## src/include/asc_pkg.sv

```systemverilog
// Shared constants and types for the acquisition sample and scan counting block
package asc_pkg;

  // Register byte offsets on the AHB-Lite slave
  localparam logic [7:0] ADDR_CMD = 8'h00;
  localparam logic [7:0] ADDR_DATA = 8'h04;
  localparam logic [7:0] ADDR_CTRL = 8'h08;
  localparam logic [7:0] ADDR_START = 8'h0C;
  localparam logic [7:0] ADDR_CLEAR = 8'h10;
  localparam logic [7:0] ADDR_STATUS = 8'h14;
  localparam logic [7:0] ADDR_SAMPLES = 8'h18;
  localparam logic [7:0] ADDR_SCAN = 8'h1C;
  localparam int ADDR_W = 8;

  // Control register fields and reset value
  localparam int CTRL_CASCADE_BIT = 0;
  localparam logic CTRL_RST = 1'b0;

  // Status register field positions
  localparam int ST_NONEMPTY = 0;
  localparam int ST_HALF_FULL = 1;
  localparam int ST_OVERRUN = 2;
  localparam int ST_OVERFLOW = 3;
  localparam int ST_DONE = 4;
  localparam int ST_ACTIVE = 5;
  localparam int ST_COUNTING = 6;
  localparam int ST_HALTED = 7;
  localparam int ST_SCAN_WAIT = 8;
  localparam int ST_W = 9;

  // Counter word width and command word fields
  localparam int CNT_W = 16;
  localparam logic [15:0] CNT_ONE = 16'h0001;
  localparam logic [15:0] CNT_ZERO = 16'h0000;
  localparam logic [7:0] CMD_PREFIX = 8'hFF;
  localparam logic [2:0] GRP_SELECT = 3'h0;
  localparam logic [2:0] GRP_ARM = 3'h1;
  localparam logic [2:0] GRP_LOAD = 3'h2;
  localparam logic [2:0] GRP_LOAD_ARM = 3'h3;
  localparam logic [2:0] GRP_DISARM = 3'h6;
  localparam logic [2:0] GRP_STEP = 3'h7;
  localparam logic [1:0] STEP_TAG = 2'h2;
  localparam logic [2:0] CTR_MIN = 3'h1;
  localparam logic [2:0] CTR_MAX = 3'h5;
  localparam int PRETRIG_BIT = 15;

  // Counter channels: scan interval, low sample, high sample
  localparam int N_CH = 3;
  localparam int CH_SCAN = 0;
  localparam int CH_LO = 1;
  localparam int CH_HI = 2;
  localparam logic [8:0] CH_NUMS = {3'h5, 3'h4, 3'h2};

  // Timebase source codes in the mode word
  localparam logic [3:0] TB_5M = 4'h2;
  localparam logic [3:0] TB_1M = 4'hB;
  localparam logic [3:0] TB_100K = 4'hC;
  localparam logic [3:0] TB_10K = 4'hD;
  localparam logic [3:0] TB_1K = 4'hE;
  localparam logic [3:0] TB_100 = 4'hF;
  localparam logic [3:0] TB_SRC5 = 4'h5;

  // Timebase derivation from the bus clock
  localparam int CLK_HZ = 125_000_000;
  localparam int BASE_HZ = 5_000_000;
  localparam int BASE_CYC = CLK_HZ / BASE_HZ;
  localparam int BASE_W = 5;
  localparam int TB_N = 6;
  localparam int DIV_W = 4;
  localparam logic [19:0] TB_DIVS = {4'hA, 4'hA, 4'hA, 4'hA, 4'h5};

  // Pin synchroniser reset levels: trigger, fifth_source_input, half_full_n, nonempty_n
  // All idle high, so no false edge or flag follows reset
  localparam logic [3:0] SYNC_RST = 4'b1111;

  // Acquisition sequencing states
  typedef enum logic [1:0] {
    ACQ_IDLE = 2'b00,
    ACQ_PRE = 2'b01,
    ACQ_RUN = 2'b10,
    ACQ_HALT = 2'b11
  } asc_acq_t;

endpackage

```

## src/include/asc_cnt_if.sv

```systemverilog
// Control and status bundle between the sequencer and one 16-bit counter channel
`timescale 1ns/100ps
interface asc_cnt_if;
  logic wr_mode;
  logic wr_load;
  logic [asc_pkg::CNT_W-1:0] wdata;
  logic do_load;
  logic do_arm;
  logic do_disarm;
  logic do_step;
  logic dec;
  logic reload;
  logic [asc_pkg::CNT_W-1:0] reload_val;
  logic [asc_pkg::CNT_W-1:0] mode;
  logic [asc_pkg::CNT_W-1:0] load;
  logic [asc_pkg::CNT_W-1:0] count;
  logic armed;

  modport ctl (
    output wr_mode, wr_load, wdata, do_load, do_arm, do_disarm, do_step,
    output dec, reload, reload_val,
    input mode, load, count, armed
  );
  modport cnt (
    input wr_mode, wr_load, wdata, do_load, do_arm, do_disarm, do_step,
    input dec, reload, reload_val,
    output mode, load, count, armed
  );
endinterface

```

## src/rtl/asc_cnt16.sv

```systemverilog
// One 16-bit down counter channel with mode, load and arm state
`timescale 1ns/100ps
module asc_cnt16 (
  // Clock and reset
  input wire logic hclk,
  input wire logic hresetn,
  // Sequencer side
  asc_cnt_if.cnt cb
);

  logic [asc_pkg::CNT_W-1:0] mode_reg, mode_next;
  logic [asc_pkg::CNT_W-1:0] load_reg, load_next;
  logic [asc_pkg::CNT_W-1:0] count_reg, count_next;
  logic armed_reg, armed_next;

  // Command priority: load, step, reload, then counting
  always_comb begin
    mode_next = cb.wr_mode ? cb.wdata : mode_reg;
    load_next = cb.wr_load ? cb.wdata : load_reg;
    armed_next = armed_reg;
    if (cb.do_disarm) begin
      armed_next = 1'b0;
    end
    if (cb.do_arm) begin
      armed_next = 1'b1;
    end
    count_next = count_reg;
    if (cb.do_load) begin
      count_next = load_reg;
    end else if (cb.do_step) begin
      count_next = count_reg - 1'b1;
    end else if (cb.reload) begin
      count_next = cb.reload_val;
    end else if (cb.dec && armed_reg) begin
      count_next = count_reg - 1'b1; // Zero wraps, so load 0 spans 10000 hex
    end
  end

  always_ff @(posedge hclk or negedge hresetn) begin
    if (!hresetn) begin
      mode_reg <= '0;
      load_reg <= '0;
      count_reg <= '0;
      armed_reg <= 1'b0;
    end else begin
      mode_reg <= mode_next;
      load_reg <= load_next;
      count_reg <= count_next;
      armed_reg <= armed_next;
    end
  end

  assign cb.mode = mode_reg;
  assign cb.load = load_reg;
  assign cb.count = count_reg;
  assign cb.armed = armed_reg;

endmodule

```

## src/rtl/asc_timebase.sv

```systemverilog
// Decade timebase ticks derived from the bus clock
`timescale 1ns/100ps
module asc_timebase (
  // Clock and reset
  input wire logic hclk,
  input wire logic hresetn,
  // One-cycle ticks: 5M, 1M, 100k, 10k, 1k, 100 Hz
  output logic [asc_pkg::TB_N-1:0] tick
);

  logic [asc_pkg::BASE_W-1:0] base_reg;
  logic [asc_pkg::BASE_W-1:0] base_next;

  // Base prescaler to the fastest timebase
  always_comb begin
    tick[0] = (base_reg == asc_pkg::BASE_W'(asc_pkg::BASE_CYC - 1));
    base_next = tick[0] ? '0 : base_reg + 1'b1;
  end

  always_ff @(posedge hclk or negedge hresetn) begin
    if (!hresetn) begin
      base_reg <= '0;
    end else begin
      base_reg <= base_next;
    end
  end

  // Chained dividers keep every counter tiny instead of one wide count
  genvar i;
  generate
    for (i = 1; i < asc_pkg::TB_N; i++) begin : g_stage
      logic [asc_pkg::DIV_W-1:0] cnt_reg;
      logic [asc_pkg::DIV_W-1:0] cnt_next;
      logic wrap;
      always_comb begin
        wrap = (cnt_reg == asc_pkg::TB_DIVS[(i-1)*asc_pkg::DIV_W +: asc_pkg::DIV_W] - 1'b1);
        cnt_next = cnt_reg;
        if (tick[i-1]) begin
          cnt_next = wrap ? '0 : cnt_reg + 1'b1;
        end
        tick[i] = tick[i-1] & wrap;
      end
      always_ff @(posedge hclk or negedge hresetn) begin
        if (!hresetn) begin
          cnt_reg <= '0;
        end else begin
          cnt_reg <= cnt_next;
        end
      end
    end
  endgenerate

endmodule

```

## src/rtl/asc_top.sv

```systemverilog
// Sample counting, scan interval and trigger sequencing with an AHB-Lite slave
//
// Local design decisions: the address map and the AHB-Lite interface to the registers.
`timescale 1ns/100ps
module asc_top (
  // Clock and reset
  input wire logic hclk,
  input wire logic hresetn,
  // AHB-Lite slave
  input wire logic hsel,
  input wire logic [31:0] haddr,
  input wire logic [1:0] htrans,
  input wire logic hwrite,
  input wire logic [2:0] hsize,
  input wire logic [31:0] hwdata,
  input wire logic hready,
  output logic hreadyout,
  output logic hresp,
  output logic [31:0] hrdata,
  // Conversion side, same clock
  input wire logic conv_pulse,
  input wire logic conv_overrun,
  input wire logic fifo_overflow,
  input wire logic scan_seq_done,
  // Pins from outside the clock domain
  input wire logic external_trigger_n,
  input wire logic fifth_source_input,
  input wire logic conv_fifo_nonempty_n,
  input wire logic conv_fifo_half_full_n,
  // Acquisition controls
  output logic conv_enable,
  output logic sample_count_enable,
  output logic scan_tick,
  output logic scan_wait,
  output logic fifo_clear
);

  asc_cnt_if cif[asc_pkg::N_CH] ();
  logic [asc_pkg::TB_N-1:0] tb_tick;

  // Counter channels and shared timebase
  genvar gi;
  generate
    for (gi = 0; gi < asc_pkg::N_CH; gi++) begin : g_ch
      asc_cnt16 u_cnt (
        .hclk(hclk),
        .hresetn(hresetn),
        .cb(cif[gi])
      );
    end
  endgenerate

  asc_timebase u_tb (
    .hclk(hclk),
    .hresetn(hresetn),
    .tick(tb_tick)
  );

  // True when a counter number is selected by a five-bit command mask
  function automatic logic mask_hit(input logic [4:0] mask, input logic [2:0] num);
    logic [4:0] onehot;
    onehot = 5'h01 << (num - 1'b1);
    return |(mask & onehot);
  endfunction

  // Picks the timebase tick named by a mode word's source field
  function automatic logic tb_pick(input logic [3:0] src, input logic [5:0] t,
                                   input logic s5);
    logic r;
    r = 1'b0;
    case (src)
      asc_pkg::TB_5M: r = t[0];
      asc_pkg::TB_1M: r = t[1];
      asc_pkg::TB_100K: r = t[2];
      asc_pkg::TB_10K: r = t[3];
      asc_pkg::TB_1K: r = t[4];
      asc_pkg::TB_100: r = t[5];
      asc_pkg::TB_SRC5: r = s5;
      default: r = 1'b0;
    endcase
    return r;
  endfunction

  // Bus slave state
  logic wr_pend_reg, wr_pend_next;
  logic [asc_pkg::ADDR_W-1:0] wr_addr_reg, wr_addr_next;
  logic [31:0] rdata_reg, rdata_next;
  logic casc_reg, casc_next;
  logic ahb_take;

  // Data-phase strobes
  logic cmd_wr, data_wr, start_strb, clear_strb, ctrl_wr;
  logic [15:0] cmd;
  logic cmd_ok;
  logic [2:0] grp;

  // Register pointer selected by command words
  logic ptr_load_reg, ptr_load_next;
  logic [2:0] ptr_ctr_reg, ptr_ctr_next;

  // Synchronisers, edges and acquisition state
  logic [3:0] sync1_reg, sync2_reg;
  logic trig_prev_reg, src5_prev_reg;
  logic trig_fall, src5_rise, trigger, error_evt;
  asc_pkg::asc_acq_t acq_reg, acq_next;
  logic ovr_reg, ovr_next, ovf_reg, ovf_next, done_reg, done_next;
  logic conv_en_reg, cnt_en_reg, fclr_reg;
  logic counted, lo_zero, acq_done;
  logic scan_dec, scan_fire;
  logic stick_reg, swait_reg, swait_next;
  logic [asc_pkg::ST_W-1:0] status;

  // Zero-wait slave: every transfer is OKAY and never stretched
  assign hreadyout = 1'b1;
  assign hresp = 1'b0;
  assign hrdata = rdata_reg;
  assign ahb_take = hsel & htrans[1] & hready;

  // Status word assembly
  assign status = {swait_reg, (acq_reg == asc_pkg::ACQ_HALT), cnt_en_reg,
                   (acq_reg != asc_pkg::ACQ_IDLE), done_reg, ovf_reg, ovr_reg,
                   ~sync2_reg[1], ~sync2_reg[0]};

  // Address phase capture and registered read data
  always_comb begin
    wr_pend_next = ahb_take & hwrite;
    wr_addr_next = ahb_take ? haddr[asc_pkg::ADDR_W-1:0] : wr_addr_reg;
    rdata_next = '0;
    if (ahb_take && !hwrite) begin
      case (haddr[asc_pkg::ADDR_W-1:0])
        asc_pkg::ADDR_CTRL: rdata_next = 32'(casc_reg);
        asc_pkg::ADDR_STATUS: rdata_next = 32'(status);
        asc_pkg::ADDR_SAMPLES: rdata_next = {cif[asc_pkg::CH_HI].count,
                                             cif[asc_pkg::CH_LO].count};
        asc_pkg::ADDR_SCAN: rdata_next = 32'(cif[asc_pkg::CH_SCAN].count);
        default: rdata_next = '0;
      endcase
    end
  end

  // Write strobes, valid in the data phase only
  always_comb begin
    cmd_wr = wr_pend_reg & (wr_addr_reg == asc_pkg::ADDR_CMD);
    data_wr = wr_pend_reg & (wr_addr_reg == asc_pkg::ADDR_DATA);
    ctrl_wr = wr_pend_reg & (wr_addr_reg == asc_pkg::ADDR_CTRL);
    start_strb = wr_pend_reg & (wr_addr_reg == asc_pkg::ADDR_START);
    clear_strb = wr_pend_reg & (wr_addr_reg == asc_pkg::ADDR_CLEAR);
    cmd = hwdata[15:0];
    cmd_ok = cmd_wr & (cmd[15:8] == asc_pkg::CMD_PREFIX);
    grp = cmd[7:5];
    casc_next = ctrl_wr ? hwdata[asc_pkg::CTRL_CASCADE_BIT] : casc_reg;
  end

  // Mode or load register pointer for data writes
  always_comb begin
    ptr_load_next = ptr_load_reg;
    ptr_ctr_next = ptr_ctr_reg;
    if (cmd_ok && grp == asc_pkg::GRP_SELECT && !cmd[4] &&
        cmd[2:0] >= asc_pkg::CTR_MIN && cmd[2:0] <= asc_pkg::CTR_MAX) begin
      ptr_load_next = cmd[3];
      ptr_ctr_next = cmd[2:0];
    end
  end

  // Command and data routing to each counter channel
  generate
    for (gi = 0; gi < asc_pkg::N_CH; gi++) begin : g_route
      localparam logic [2:0] NUM = asc_pkg::CH_NUMS[3*gi +: 3];
      assign cif[gi].wdata = hwdata[15:0];
      assign cif[gi].wr_mode = data_wr & ~ptr_load_reg & (ptr_ctr_reg == NUM);
      assign cif[gi].wr_load = data_wr & ptr_load_reg & (ptr_ctr_reg == NUM);
      assign cif[gi].do_load = cmd_ok & mask_hit(cmd[4:0], NUM) &
                               ((grp == asc_pkg::GRP_LOAD) | (grp == asc_pkg::GRP_LOAD_ARM));
      assign cif[gi].do_arm = cmd_ok & mask_hit(cmd[4:0], NUM) &
                              ((grp == asc_pkg::GRP_ARM) | (grp == asc_pkg::GRP_LOAD_ARM));
      assign cif[gi].do_disarm = cmd_ok & mask_hit(cmd[4:0], NUM) &
                                 (grp == asc_pkg::GRP_DISARM);
      assign cif[gi].do_step = cmd_ok & (grp == asc_pkg::GRP_STEP) &
                               (cmd[4:3] == asc_pkg::STEP_TAG) & (cmd[2:0] == NUM);
    end
  endgenerate

  // Edge detection on synchronised pins, second stage only
  always_comb begin
    trig_fall = trig_prev_reg & ~sync2_reg[3];
    src5_rise = ~src5_prev_reg & sync2_reg[2];
    trigger = start_strb | trig_fall;
    error_evt = conv_overrun | fifo_overflow;
  end

  // Sample counting: low per conversion, high per low wrap
  always_comb begin
    counted = conv_pulse & (acq_reg == asc_pkg::ACQ_RUN);
    lo_zero = counted & cif[asc_pkg::CH_LO].armed &
              (cif[asc_pkg::CH_LO].count == asc_pkg::CNT_ONE);
    acq_done = lo_zero & (~casc_reg |
               (cif[asc_pkg::CH_HI].count == asc_pkg::CNT_ONE));
  end

  // Low and high channel stepping; finish restores the armed start counts
  assign cif[asc_pkg::CH_LO].dec = counted;
  assign cif[asc_pkg::CH_LO].reload = acq_done;
  assign cif[asc_pkg::CH_LO].reload_val = cif[asc_pkg::CH_LO].load - 1'b1;
  assign cif[asc_pkg::CH_HI].dec = casc_reg & lo_zero;
  assign cif[asc_pkg::CH_HI].reload = casc_reg & acq_done;
  assign cif[asc_pkg::CH_HI].reload_val = cif[asc_pkg::CH_HI].load;

  // Scan interval: count timebase periods while converting, fire at one
  always_comb begin
    scan_dec = conv_en_reg & tb_pick(cif[asc_pkg::CH_SCAN].mode[11:8], tb_tick,
                                     src5_rise);
    scan_fire = scan_dec & cif[asc_pkg::CH_SCAN].armed &
                (cif[asc_pkg::CH_SCAN].count == asc_pkg::CNT_ONE);
  end
  assign cif[asc_pkg::CH_SCAN].dec = scan_dec;
  assign cif[asc_pkg::CH_SCAN].reload = scan_fire;
  assign cif[asc_pkg::CH_SCAN].reload_val = cif[asc_pkg::CH_SCAN].load;

  // Sequence end holds off until the next interval pulse; set wins
  always_comb begin
    swait_next = (swait_reg & ~scan_fire) | (scan_seq_done & conv_en_reg);
    if (acq_next == asc_pkg::ACQ_IDLE || acq_next == asc_pkg::ACQ_HALT) begin
      swait_next = 1'b0;
    end
  end

  // Acquisition sequencer
  always_comb begin
    acq_next = acq_reg;
    case (acq_reg)
      asc_pkg::ACQ_IDLE: begin
        if (trigger && cif[asc_pkg::CH_LO].armed) begin
          acq_next = cif[asc_pkg::CH_LO].mode[asc_pkg::PRETRIG_BIT] ?
                     asc_pkg::ACQ_PRE : asc_pkg::ACQ_RUN;
        end
      end
      asc_pkg::ACQ_PRE: begin
        if (trigger) begin
          acq_next = asc_pkg::ACQ_RUN;
        end
      end
      asc_pkg::ACQ_RUN: begin
        if (acq_done) begin
          acq_next = asc_pkg::ACQ_IDLE;
        end
      end
      asc_pkg::ACQ_HALT: acq_next = asc_pkg::ACQ_HALT;
      default: acq_next = asc_pkg::ACQ_IDLE;
    endcase
    if (error_evt && acq_reg != asc_pkg::ACQ_IDLE) begin
      acq_next = asc_pkg::ACQ_HALT;
    end
    if (clear_strb) begin
      acq_next = asc_pkg::ACQ_IDLE;
    end
  end

  // Sticky flags: a new event in the clearing cycle survives the clear
  always_comb begin
    ovr_next = (ovr_reg & ~clear_strb) | conv_overrun;
    ovf_next = (ovf_reg & ~clear_strb) | fifo_overflow;
    done_next = (done_reg & ~clear_strb) | acq_done;
  end

  // State registers
  always_ff @(posedge hclk or negedge hresetn) begin
    if (!hresetn) begin
      wr_pend_reg <= 1'b0;
      wr_addr_reg <= '0;
      rdata_reg <= '0;
      casc_reg <= asc_pkg::CTRL_RST;
      ptr_load_reg <= 1'b0;
      ptr_ctr_reg <= '0;
      sync1_reg <= asc_pkg::SYNC_RST;
      sync2_reg <= asc_pkg::SYNC_RST;
      trig_prev_reg <= asc_pkg::SYNC_RST[3];
      src5_prev_reg <= asc_pkg::SYNC_RST[2];
      acq_reg <= asc_pkg::ACQ_IDLE;
      ovr_reg <= 1'b0;
      ovf_reg <= 1'b0;
      done_reg <= 1'b0;
      conv_en_reg <= 1'b0;
      cnt_en_reg <= 1'b0;
      fclr_reg <= 1'b0;
      stick_reg <= 1'b0;
      swait_reg <= 1'b0;
    end else begin
      wr_pend_reg <= wr_pend_next;
      wr_addr_reg <= wr_addr_next;
      rdata_reg <= rdata_next;
      casc_reg <= casc_next;
      ptr_load_reg <= ptr_load_next;
      ptr_ctr_reg <= ptr_ctr_next;
      sync1_reg <= {external_trigger_n, fifth_source_input,
                    conv_fifo_half_full_n, conv_fifo_nonempty_n};
      sync2_reg <= sync1_reg;
      trig_prev_reg <= sync2_reg[3];
      src5_prev_reg <= sync2_reg[2];
      acq_reg <= acq_next;
      ovr_reg <= ovr_next;
      ovf_reg <= ovf_next;
      done_reg <= done_next;
      conv_en_reg <= (acq_next == asc_pkg::ACQ_PRE) |
                     (acq_next == asc_pkg::ACQ_RUN);
      cnt_en_reg <= (acq_next == asc_pkg::ACQ_RUN);
      fclr_reg <= clear_strb;
      stick_reg <= scan_fire;
      swait_reg <= swait_next;
    end
  end

  // Registered outputs
  assign conv_enable = conv_en_reg;
  assign sample_count_enable = cnt_en_reg;
  assign scan_tick = stick_reg;
  assign scan_wait = swait_reg;
  assign fifo_clear = fclr_reg;

endmodule

```

## config.mk

```make
export PLATFORM = sky130hd
export DESIGN_NAME = asc_top
export DESIGN_NICKNAME = d
export VERILOG_FILES = /design/src/include/asc_pkg.sv /design/src/include/asc_cnt_if.sv /design/src/rtl/asc_cnt16.sv /design/src/rtl/asc_timebase.sv /design/src/rtl/asc_top.sv
export SDC_FILE = /design/constraint.sdc
export NUM_CORES = 1
export LEC_CHECK = 0
export BUFFER_PORTS_ARGS = -buffer_cell sky130_fd_sc_hd__buf_4
export CAP_MARGIN = 20
export CORE_UTILIZATION = 47
export CTS_BUF_LIST = sky130_fd_sc_hd__clkbuf_4 sky130_fd_sc_hd__clkbuf_8 sky130_fd_sc_hd__clkbuf_16
export CTS_CLUSTER_SIZE = 40
export DETAILED_ROUTE_END_ITERATION = 16
export MAX_ROUTING_LAYER = met4
export PLACE_DENSITY = 0.67
export SLEW_MARGIN = 20
export SYNTH_ARGS = -nofsm -noshare
export SYNTH_HDL_FRONTEND = slang
export SYNTH_SLANG_ARGS = --single-unit
```

## constraint.sdc

```tcl
create_clock -name hclk -period 6.2 [get_ports hclk]
set_clock_uncertainty 0.05 [all_clocks]
set_input_delay 0.93 -clock hclk [delete_from_list [all_inputs] [get_ports hclk]]
set_output_delay 0.93 -clock hclk [all_outputs]
set_load 0.01 [all_outputs]
```

# Yosys cells after proc, flatten, opt, wreduce, memory -nomap -nowiden
# Index checks and enable logic that the tools add are counted.
# W data, S select, Z words.
# word_totals
mem_count,0
register_bits,218
elab_cells,222
ramBits,0
mem_bits_ro,0
inputBits,82
output_inout_bits,39
latchBits,0
# op_classes
addsub,10
mul,0
shifts,0
mux,35
n_div,0
magnitude_cmp,2
eq_ne,43
n_reduce_logical,24
n_bitwise,72
# op_table
op,count
$mux W16,12
$pmux W32 S4,1
$sub A16 B1 Y16 const B,4
$and A1 B1 Y1,54
$eq A16 B1 Y1 const B,3
$eq A4 B4 Y1 const B,9
$eq A8 B5 Y1 const B,4
$mux W32,1
$eq A8 B4 Y1 const B,3
$add A4 B1 Y4 const B,5
$mux W4,5
$eq A3 B3 Y1 const B,6
$eq A3 B2 Y1 const B,4
$mux W2,6
$reduce_bool A4 Y1,3
$eq A2 B2 Y1 const B,5
$logic_and A1 B1 Y1,10
$or A1 B1 Y1,10
$eq A4 B3 Y1 const B,2
$eq A8 B3 Y1 const B,1
$eq A8 B8 Y1 const B,1
$logic_not A8 Y1,1
$not A1 Y1,8
$pmux W2 S4,1
other kinds (15),27

# Logic depth before layout (Yosys ltp)
# Gate-level depths: netlist of run 1.
# logic_depth
depth_word,14
ltp_mapped,11
ltp_nobuf,9

# Cells and area by module
# Synthesis of run 1 repeated with hierarchy kept, for this count alone.
# hier_totals
cells_unflattened,1107
hier_area_um2,11984.0
# by_module_without_submodules
mod,area_per_inst_um2,instances,cells_each
asc_cnt16,2472.4,3,222
asc_top,3305.7,1,320
asc_timebase,1261.2,1,121

# Least setup slack after synthesis of run 1
# No wires, ideal clock.
# synth_timing
kind,input to register
start,input hwdata[2]
end,"register g_ch[1].u_cnt.count_reg, in the netlist g_ch[1].u_cnt.cb.count[3]"
t_arrival_ns,2.855
t_required_ns,6.026
path_slack_ns,3.171
cell_stages,8
n_path_buf,1
setup_ns,0.124
path_cell_list,clkbuf_1 -> or3b_2 -> or4_1 -> o21ai_2 -> nand2_1 -> or2_0 -> a221oi_2 -> nor2_1
# synth_via
elab_chain_cells,4
word_cells_on_any_way,5
classes_between,1 x eq/ne; 2 x mux; 1 x bitwise; 1 x reduce/logical
# synth_lines
element,line_no,source
start: declaration,asc_top.sv:15,"input wire logic [31:0] hwdata,"
$eq A3 B3 Y1 *,asc_top.sv:179,(cmd[4:3] == asc_pkg::STEP_TAG) & (cmd[2:0] == NUM);
$and A1 B1 Y1 *,asc_top.sv:179,
$mux W16,asc_cnt16.sv:30,end else if (cb.do_step) begin
$mux W16,asc_cnt16.sv:28,if (cb.do_load) begin
end signal: assignment,asc_cnt16.sv:48,count_reg <= count_next;
end: declaration,asc_cnt16.sv:13,"logic [asc_pkg::CNT_W-1:0] count_reg, count_next;"
# Every way passes the cells marked *; elsewhere a longest branch is shown, timed or not.
# A chain may end at the register's enable or synchronous reset.

# Final worst setup path of run 1
# layout_timing
start,register u_tb.base_reg[0] (netlist name)
end,"register g_ch[0].u_cnt.count_reg, in the netlist g_ch[0].u_cnt.cb.count[9]"
# layout_via
elab_chain_cells,13
word_cells_on_any_way,15
classes_between,1 x eq/ne; 4 x mux; 8 x bitwise; 2 x reduce/logical
# layout_lines
element,line_no,source
start: declaration,asc_timebase.sv:11,logic [asc_pkg::BASE_W-1:0] base_reg;
start signal: assignment,asc_timebase.sv:24,base_reg <= base_next;
$eq A5 B5 Y1 *,asc_timebase.sv:16,tick[0] = (base_reg == asc_pkg::BASE_W'(asc_pkg::BASE_CYC - 1));
$and A1 B1 Y1 (5 in series),asc_timebase.sv:41,tick[i] = tick[i-1] & wrap;
$pmux W1 S7 *,asc_top.sv:71,case (src)
$and A1 B1 Y1 *,asc_top.sv:210,"scan_dec = conv_en_reg & tb_pick(cif[asc_pkg::CH_SCAN].mode[11:8], tb_tick,"
$and A1 B1 Y1 (2 in series),asc_top.sv:212,scan_fire = scan_dec & cif[asc_pkg::CH_SCAN].armed &
$mux W16,asc_cnt16.sv:32,end else if (cb.reload) begin
$mux W16,asc_cnt16.sv:30,
$mux W16,asc_cnt16.sv:28,
end signal: assignment,asc_cnt16.sv:48,
end: declaration,asc_cnt16.sv:13,
# Marked as above.

==> flow_summary.ini, run 1 <==
[sta]
finalHoldViolCount = 0
period_needed_ns = 3.47
fin_crit_sh_pct = 56.0
drv_slew = 0
timing.final.ws_setup_ns = 2.73
fmax_ghz = 0.288
hold-worst-slack_ns = 0.305
rsz0062_at_grt = no
fin_tns_setup_ns = 0
setup_violations = 0
slew_headroom_pct = 42.1
worst_slew_pin_slew_ns = 0.869

[floorplanning]
core_area_um2 = 20600
start_util_pct = 48.6
die_height_um = 148
ios = 121
num_rows = 52
fp.dieW_um = 148
dieArea_um2 = 21900

[min_path]
holdPathEnd = sync2_reg[0]
hold_path_startpoint = sync1_reg[0]
min_path_type = register to register
worstHoldPathCells = 0

[logic_synthesis]
syn_inst = 992
synth_top_cell_by_area = dfrtp_1
synth_flop_cell = dfrtp_1
ys_seq_elements = 195
synth_top_cells_by_area = dfrtp_1 (46%), mux2_2 (6.5%), mux2i_1 (3.9%)
syn_nets = 1086
synthTopCellsByCount = dfrtp_1 (185), nor2_1 (83), nand2_1 (80)
synthMostInstantiatedCell = dfrtp_1
synth.top_cell.area_share_pct = 46.3
synthDistinctLibCells = 83
async_reset_ff_share_pct = 100
ys_warn_count = 0
synth_edf_count = 0
syn-cell-area_um2 = 10000
ys_seq_area_share_pct = 48.9
synth.avg_cell_area_um2 = 10.1

[power]
power_density_nw_per_um2 = 225
irDropWorstVdd_mv = 0.166
switching_share_pct = 21.7
power.share.clock_pct = 44.8
pwr-share-seq_pct = 51.0
total_power_mw = 2.56
p_leak_nw = 5.20
combPwrFrac_pct = 4.2
intPower_mw = 2.01
power_switching_mw = 0.556

[run]
maxCapViolations = 0

[drt]
wl_per_cell_um = 18.1
drt_drc_violations_left = 0
drtPass1Iterations = 5
via_count = 7728
drtIter0Drc = 457
vias_per_cell = 5.79
totalWireLength_um = 24200
postRouteAntennaNets = 0

[final_layout]
diodes = 0
multi_input_area_um2 = 4740
drive_above_1_share_pct = 20.2
regArea_um2 = 4890
finalNonFillerCells = 1334
stdcell_area_um2 = 11400
fillerInstances = 1880
layout-area-overhead-vs-synth_pct = 13.9
final_util_pct = 55.4
nNetsFinal = 1146

[worst_setup_path]
path_max_fanout = 22
r2r-start = u_tb.base_reg[0]
cp.required_ns = 6.47
arrival_ns = 3.74
worstPathCellList = inv_1 > ha_1 > and4b_1 > nand4_1 > a2111oi_1 > o21ai_1 > nand2_1 > o21ai_0 > a22o_1
r2r_end = g_ch[0].u_cnt.cb.count[9]
rr_worst_depth = 9
max_stage_delay_ns = 0.61
cp_slowest_cell = nand2_1
critPathKind = register to register
reg2reg_slack_ns = 2.73
worst_setup_path_end_kind = register
start_kind = register

[cts]
path_clk_slew_ns = 0.07
post_cts_buffers = 0
clock_latency_ns = 0.44
post_cts_resized = 0
clock_path_buffers = 2
cts.sinks = 195
htreeDepth = 4
clockRootBuffer = clkbuf_16
cts_tree = yes
hold_buffers = 0
cts_buffers = 17

[global_routing]
antenna_found_initial = 0
grt_usage_pct = 24.1
overflow = 0
grt_pass1_wl_um = 39700
grt_pass1_vias = 7511
grt_max_degree = 91

[placed_design]
numPortBuffers = 74
dpl.cell_count = 1303
hpwlAfterDp_um = 17100
placed_cell_area_um2 = 10800
dp_slack_ns = 2.56
place_congestion = 0.875

[run_status]
outcome = finished, final reports clean
## worst max-delay path by stage
stage,cells after the start,to,from,slack [ns]
after floorplan,8,g_ch[1].u_cnt.cb.count[3],hwdata[2],3.17
after CTS,9,g_ch[0].u_cnt.cb.count[9],u_tb.base_reg[0],2.67
after global placement,8,g_ch[1].u_cnt.cb.count[3],hwdata[15],2.58
final,9,g_ch[0].u_cnt.cb.count[9],u_tb.base_reg[0],2.73
after global routing,9,g_ch[0].u_cnt.cb.count[10],u_tb.base_reg[0],2.38
after detailed placement,8,g_ch[1].u_cnt.cb.count[3],hwdata[15],2.56
## kinds of logic (layout without fill, tap and decap cells)
kind of cell | count (synthesis) | after routing | synth area share [%]
simple gates | 367 | 367 | 19.9
compound gates | 209 | 209 | 13.5
flops | 195 | 195 | 48.9
mux | 97 | 97 | 10.4
buf+inv | 89 | 161 | 3.83
xor+xnor | 21 | 21 | 1.84
fa+ha+maj | 12 | 12 | 1.50
other cells | 2 | 2 | 0.0751
## worst max-delay path, delay by kind of cell, from the launching register on
kind / cells / cell delay (ns)
flops: 1 / 0.41
compound gates: 4 / 1.32
simple gates: 3 / 1.35
fa+ha+maj: 1 / 0.15
buf+inv: 1 / 0.07
## layer usage
| metal | track usage, % | vias up | wire (um) |
|---|---|---|---|
| met5 | - | - | 0 |
| met4 | 8.92 | 0 | 599 |
| met3 | 3.52 | 36 | 1090 |
| met2 | 36.9 | 207 | 11200 |
| met1 | 32.5 | 3808 | 11200 |
| li1 | - | 3677 | - |
## power by group through the flow
stage | logic, mW | registers, mW | clock network, mW
3_5_place_dp | 0.108 | 1.33 | 0
5_1_grt | 0.118 | 1.31 | 1.22
2_1_floorplan | 0.0418 | 1.33 | 0
6_report | 0.107 | 1.31 | 1.15
3_3_place_gp | 0.107 | 1.33 | 0
4_1_cts | 0.109 | 1.31 | 1.17
## cells in the final DEF, fill, tap and decap left out, types with 7 or more instances in the layout
cell type  Yosys  final
mux2_2        58     58
nor2b_1        7      7
nand2_1       80     80
and2_1        22     22
clkbuf_16      0     17
a21oi_1       50     50
xnor2_1       13     13
ha_1          12     12
o21ai_0       70     70
a21o_1         7      7
buf_4          8     81
mux2i_1       39     39
a22oi_1       11     11
nor2_1        83     83
dfrtp_1      185    185
nand4_1       16     16
and3_1         9      9
a31oi_1       14     14
nor3_1        33     33
dfstp_2       10     10
inv_1         48     48
nor4_1        12     12
nand3_1       41     41
xor2_1         8      8
## final cells by class
| class | instances | share of cell area [%] |
|---|---|---|
| multi-input combinational | 708 | 41.6 |
| tap | 270 | 2.97 |
| clock inverter | 9 | 1.11 |
| inverter | 48 | 1.58 |
| sequential | 195 | 43.0 |
| clock buffer | 22 | 4.29 |
| timing repair buffer | 82 | 5.46 |
No activity file was read; power rests on OpenSTA's default activity.
==> inputs of run 2 (changes only) <==
--- a/config.mk
+++ b/config.mk
@@ -5,6 +5,7 @@
 export SDC_FILE = /design/constraint.sdc
 export NUM_CORES = 1
 export LEC_CHECK = 0
+export ABC_AREA = 1
 export BUFFER_PORTS_ARGS = -buffer_cell sky130_fd_sc_hd__buf_4
 export CAP_MARGIN = 20
 export CORE_UTILIZATION = 47
==> constraint.sdc (replaced) <==
create_clock -name hclk -period 3.2 [get_ports hclk]
set_clock_uncertainty 0.05 [all_clocks]
set_input_delay 0.48 -clock hclk [delete_from_list [all_inputs] [get_ports hclk]]
set_output_delay 0.48 -clock hclk [all_outputs]
set_load 0.01 [all_outputs]
==> run 2 against run 1 <==
Non-clock buffer count rose by 4. Clock-buffer cell count rose by 1. Largest power group unchanged. Synthesized area rose by 3.1%. Global-route usage rose by 2.5 points. Worst setup slack got worse by 2.3 ns.
==> flow_summary.ini, run 2 <==
[power]
total_power_mw = 4.85
irDropWorstVdd_mv = 0.301
p_leak_nw = 6.01
power_density_nw_per_um2 = 414

[drt]
via_count = 9016
drtPass1Iterations = 7
wl_per_cell_um = 16.6
drtIter0Drc = 746
totalWireLength_um = 27700
postRouteAntennaNets = 0
vias_per_cell = 5.40
drt_drc_violations_left = 0

[sta]
slew_headroom_pct = 40.1
finalHoldViolCount = 0
rsz0062_at_grt = no
timing.final.ws_setup_ns = 0.396
setup_violations = 0
fin_tns_setup_ns = 0
worst_slew_pin_slew_ns = 0.890
fmax_ghz = 0.357
fin_crit_sh_pct = 87.6
drv_slew = 0
period_needed_ns = 2.80
hold-worst-slack_ns = 0.0503

[cts]
cts_buffers = 17
post_cts_buffers = 0
clock_path_buffers = 2
cts_tree = yes
path_clk_slew_ns = 0.07
clockRootBuffer = clkbuf_16
hold_buffers = 0
htreeDepth = 4
clock_latency_ns = 0.45
cts.sinks = 195
post_cts_resized = 0

[worst_setup_path]
arrival_ns = 3.11
reg2reg_slack_ns = 0.40
start_kind = register
crit_path_frequent_cell = nand2_1
worst_setup_path_end_kind = register
critPathKind = register to register
path_buf_inv = 0
max_stage_delay_ns = 0.48
worstPathCellList = nor2_1 > nand2_1 > nor3_1 > nand4_1 > nor2_1 > nand2_1 > nand2_2 > nand2_1 > nand2_1 > nand2_1 > o21ai_0
path_delay_family = simple AND/OR/NAND/NOR gates
cp.required_ns = 3.50
cp_slowest_cell = dfrtp_1
path_max_fanout = 22

[logic_synthesis]
synthXorXnorAreaFrac_pct = 3.99
synthDistinctLibCells = 44
yosys.area_share.adder_pct = 1.46
synth_flop_cell = dfrtp_1
syn_inst = 1311
ys_seq_area_share_pct = 47.5
synth_compound_area_share_pct = 8.85
synth_simple_gate_area_share_pct = 29.4
ys_seq_elements = 195
synthMostInstantiatedCell = nand2_1
synth_edf_count = 0
ys_warn_count = 0
synthTopCellsByCount = nand2_1 (298), dfrtp_1 (185), inv_1 (184)
syn-cell-area_um2 = 10300
synth_top_family_by_area = simple AND/OR/NAND/NOR gates
synth.avg_cell_area_um2 = 7.86
synth_mux_area_share_pct = 0.218
synth_top_cell_by_area = dfrtp_1
async_reset_ff_share_pct = 100
syn_nets = 1405
synth_top_cells_by_area = dfrtp_1 (45%), nand2_1 (11%), inv_1 (6.7%)
synth.top_cell.area_share_pct = 44.9

[floorplanning]
dieArea_um2 = 22500
fp.dieW_um = 150
ios = 121
start_util_pct = 48.4
die_height_um = 150
num_rows = 53
core_area_um2 = 21300

[final_layout]
diodes = 0
mostFrequentLayoutCells = nand2_1 (298), dfrtp_1 (185), inv_1 (184), nand3_1 (129), nor2_1 (115)
final_common_cell = nand2_1
drive_above_1_share_pct = 11.8
nNetsFinal = 1475
layout-area-overhead-vs-synth_pct = 13.8

[global_routing]
grt_util_met3_pct = 4.88
met2_usage_pct = 40.2
grt_usage_pct = 26.5
grt_pass1_wl_um = 44400
grt_busiest_layer = met2
antenna_found_initial = 0
grt_pass1_vias = 8581
grt_max_degree = 95
use_met1_pct = 35.4
overflow = 0

[placed_design]
dp_slack_ns = 0.498
hpwlAfterDp_um = 20400
place_congestion = 0.964
numPortBuffers = 74

[run_status]
outcome = finished, final reports clean

[min_path]
min_path_type = input pin to asynchronous set/reset pin

[run]
maxCapViolations = 0
## run 2: kinds of logic after synthesis
kind of cell | count (synthesis)
compound gates | 169
xor+xnor | 47
fa+ha+maj | 12
buf+inv | 223
flops | 195
mux | 2
other cells | 2
simple gates | 661
## run 2: worst register-to-register path: cells and delay by family (launching register included)
| family | cells | cell delay (ns) |
|---|---|---|
| AO/OA/AOI/OAI | 1 | 0.09 |
| flip-flops | 1 | 0.48 |
| AND/OR/NAND/NOR | 10 | 2.11 |
## run 2: area by class of cell
cell class / instances / area [um2]
Clock buffer: 23 / 483
Clock inverter: 9 / 97.6
Tap cell: 275 / 344
Timing Repair Buffer: 86 / 677
Inverter: 188 / 706
Multi-Input combinational cell: 893 / 4530
Sequential cell: 195 / 4890
Fill cell: 2015 / 9550
## run 2: power by group
group	switching, mW	internal (mW)	total (mW)
sequential	0.0164	2.49	2.51
combinational	0.151	0.0601	0.211
clock	0.967	1.16	2.13
## run 2: through the flow
| stage | utilization [%] | area (um2) | cells |
|---|---|---|---|
| 4_1_cts | 55.1 | 11700 | 1669 |
| 5_1_grt | 55.1 | 11700 | 1669 |
| 3_5_place_dp | 52.4 | 11100 | 1637 |
| 3_3_place_gp | 52.4 | 11100 | 1637 |
| 2_1_floorplan | - | 10300 | 1311 |
| 6_report | 55.1 | 11700 | 1669 |
## run 2: final timing paths
kind,to,depth (start not counted),start
min,hrdata[30],1,hresetn
max,g_ch[2].u_cnt.cb.count[3],11,g_ch[1].u_cnt.cb.count[2]
max in group asynchronous,trig_prev_reg,2,hresetn
min reg2reg,sync2_reg[0],0,sync1_reg[0]
min in group hclk,sync1_reg[2],1,fifth_source_input
max reg2reg,g_ch[2].u_cnt.cb.count[3],11,g_ch[1].u_cnt.cb.count[2]
## run 2: metal layers
metal / wire, um / share of wire, % / vias to the layer above
met3: 1620 / 5.9 / 49
li1: - / - / 4390
met4: 788 / 2.8 / 0
met1: 12700 / 46 / 4313
met5: 0 / 0 / -
met2: 12600 / 45 / 264
==> inputs of run 3 (changes only) <==
--- a/config.mk
+++ b/config.mk
@@ -13,8 +13,9 @@
 export CTS_CLUSTER_SIZE = 40
 export DETAILED_ROUTE_END_ITERATION = 16
 export MAX_ROUTING_LAYER = met4
-export PLACE_DENSITY = 0.67
+export PLACE_DENSITY = 0.66
 export SLEW_MARGIN = 20
 export SYNTH_ARGS = -nofsm -noshare
 export SYNTH_HDL_FRONTEND = slang
+export SYNTH_HIERARCHICAL = 1
 export SYNTH_SLANG_ARGS = --single-unit
==> run 3 against run 2 <==
Critical path type unchanged. Fmax decreased by 1.4%. Sequential cell count stayed put. Final cell count up 14%. Largest cell class is now multi-input combinational cells.
==> flow_summary.ini, run 3 <==
[global_routing]
grt_pass1_vias = 9343
grt_pass1_wl_um = 47700
grt_usage_pct = 25.9
grt_max_degree = 71
antenna_found_initial = 0
overflow = 0

[placed_design]
numPortBuffers = 74
place_congestion = 0.912
dp_slack_ns = 0.0712
hpwlAfterDp_um = 21100

[drt]
vias_per_cell = 5.20
via_count = 9933
drtIter0Drc = 694
postRouteAntennaNets = 0
drt_drc_violations_left = 0
drtPass1Iterations = 5
wl_per_cell_um = 15.4
totalWireLength_um = 29400

[min_path]
min_path_type = input pin to asynchronous set/reset pin

[sta]
finalHoldViolCount = 0
rsz0062_at_grt = no
timing.final.ws_setup_ns = 0.357
fmax_ghz = 0.352
worst_slew_pin_slew_ns = 0.572
drv_slew = 0
fin_tns_setup_ns = 0
slew_headroom_pct = 61.6
hold-worst-slack_ns = 0.000873
setup_violations = 0
period_needed_ns = 2.84
fin_crit_sh_pct = 88.8

[power]
power_density_nw_per_um2 = 383
total_power_mw = 4.92
irDropWorstVdd_mv = 0.279
p_leak_nw = 6.63

[logic_synthesis]
syn-cell-area_um2 = 11300
ys_warn_count = 6
syn_nets = 1597
syn_inst = 1506
synth.avg_cell_area_um2 = 7.52

[final_layout]
final_util_pct = 54.6
final_common_cell = nand2_1
mostFrequentLayoutCells = nand2_1 (368), inv_1 (203), nor2_1 (196), dfrtp_1 (185), buf_4 (92)
nNetsFinal = 1670
drive_above_1_share_pct = 16.7
diodes = 0
fillerInstances = 2300
layout-area-overhead-vs-synth_pct = 13.5

[floorplanning]
ios = 121
start_util_pct = 48.1
num_rows = 56
dieArea_um2 = 24700
core_area_um2 = 23500
fp.dieW_um = 157
die_height_um = 157

[run_status]
outcome = finished, final reports clean

[cts]
clock_latency_ns = 0.45
hold_buffers = 0
cts_tree = yes
cts_buffers = 17
clock_path_buffers = 2
cts.sinks = 195
clockRootBuffer = clkbuf_16
htreeDepth = 4
path_clk_slew_ns = 0.07

[worst_setup_path]
path_max_fanout = 28
worst_setup_path_end_kind = register
max_stage_delay_ns = 0.40
path_buf_inv = 3
cp.required_ns = 3.46
path_delay_family = simple AND/OR/NAND/NOR gates
arrival_ns = 3.11
worstPathCellList = inv_1 > ha_1 > nand2_1 > nor2_4 > nand3_4 > nor2_8 > inv_1 > nand2_1 > nand2_1 > nand2_1 > nand2_1 > nor2_1 > nand2_1 > nor3_2 > nand2_1 > buf_12 > o21ai_0 > a21oi_1 > a21oi_1 > o21ai_0
critPathKind = register to register
cp_slowest_cell = dfrtp_1
start_kind = register
crit_path_frequent_cell = nand2_1

[run]
maxCapViolations = 0
[run 3: changes by cell type in the layout (fill, tap and decap cells not counted), sizes merged, moves of 28 or more]
cell / change
nand2: +81
nand3: -36
a21oi: +49
xor2: -28
nor2: +102
mux2: +36
inv: +30
[run 3: repair_timing]
| item | 4_1_cts | 5_1_grt |
|---|---|---|
| setup buffers | 0 | 1 |
| endpoints found under the setup margin | 0 | 16 |
| gates resized for setup | 0 | 6 |
[run 3: worst paths after layout]
path	start	to	slack [ns]	depth (start not counted)
worst max-delay path	u_tb/g_stage[1].cnt_reg[0]	g_ch[0].u_cnt/cb.count[2]	0.36	20
worst min-delay path	hresetn	hrdata[10]	0.0009	1
worst max register to register	u_tb/g_stage[1].cnt_reg[0]	g_ch[0].u_cnt/cb.count[2]	0.36	20
worst min register to register	sync1_reg[0]	sync2_reg[0]	0.31	0
max in group asynchronous	hresetn	sync1_reg[3]	2.29	2
min in group hclk	external_trigger_n	sync1_reg[3]	0.09	1
[run 3: through the flow]
step	cell area, um2	cells
detailed placement	12200	1878
global placement	12200	1878
finish	12900	1911
CTS	12800	1910
global route	12900	1911
floorplan	11300	1506
[run 3: worst register-to-register path, cell delays in order (launching register included)]
cell and delay [ns]:
dfrtp_1 0.40, inv_1 0.09, ha_1 0.17, nand2_1 0.09, nor2_4 0.15, nand3_4 0.14, nor2_8 0.17, inv_1 0.06
nand2_1 0.06, nand2_1 0.05, nand2_1 0.05, nand2_1 0.05, nor2_1 0.14, nand2_1 0.12, nor3_2 0.19, nand2_1 0.13
buf_12 0.18, o21ai_0 0.17, a21oi_1 0.06, a21oi_1 0.13, o21ai_0 0.08
[run 3: metal layers]
metal	global-route usage (%)	vias up	part of all wire [%]
met2	40.3	286	46
met1	34.6	4683	46
met5	-	-	0
met4	9.57	0	2.7
met3	3.33	49	5.2
li1	-	4915	-
[run 3: power breakdown]
group	internal [mW]	total [mW]	switching, mW
Combinational	0.0596	0.210	0.150
Sequential	2.49	2.51	0.0185
Clock	1.19	2.20	1.02
[run 3: area by class of cell]
type | instances | area, um2 | share of cell area, %
Tap cell | 319 | 399 | 3.11
Clock inverter | 13 | 149 | 1.16
Inverter | 217 | 826 | 6.42
Sequential cell | 195 | 4890 | 38.1
Timing Repair Buffer | 95 | 744 | 5.79
Clock buffer | 19 | 440 | 3.43
Multi-Input combinational cell | 1053 | 5400 | 42.0
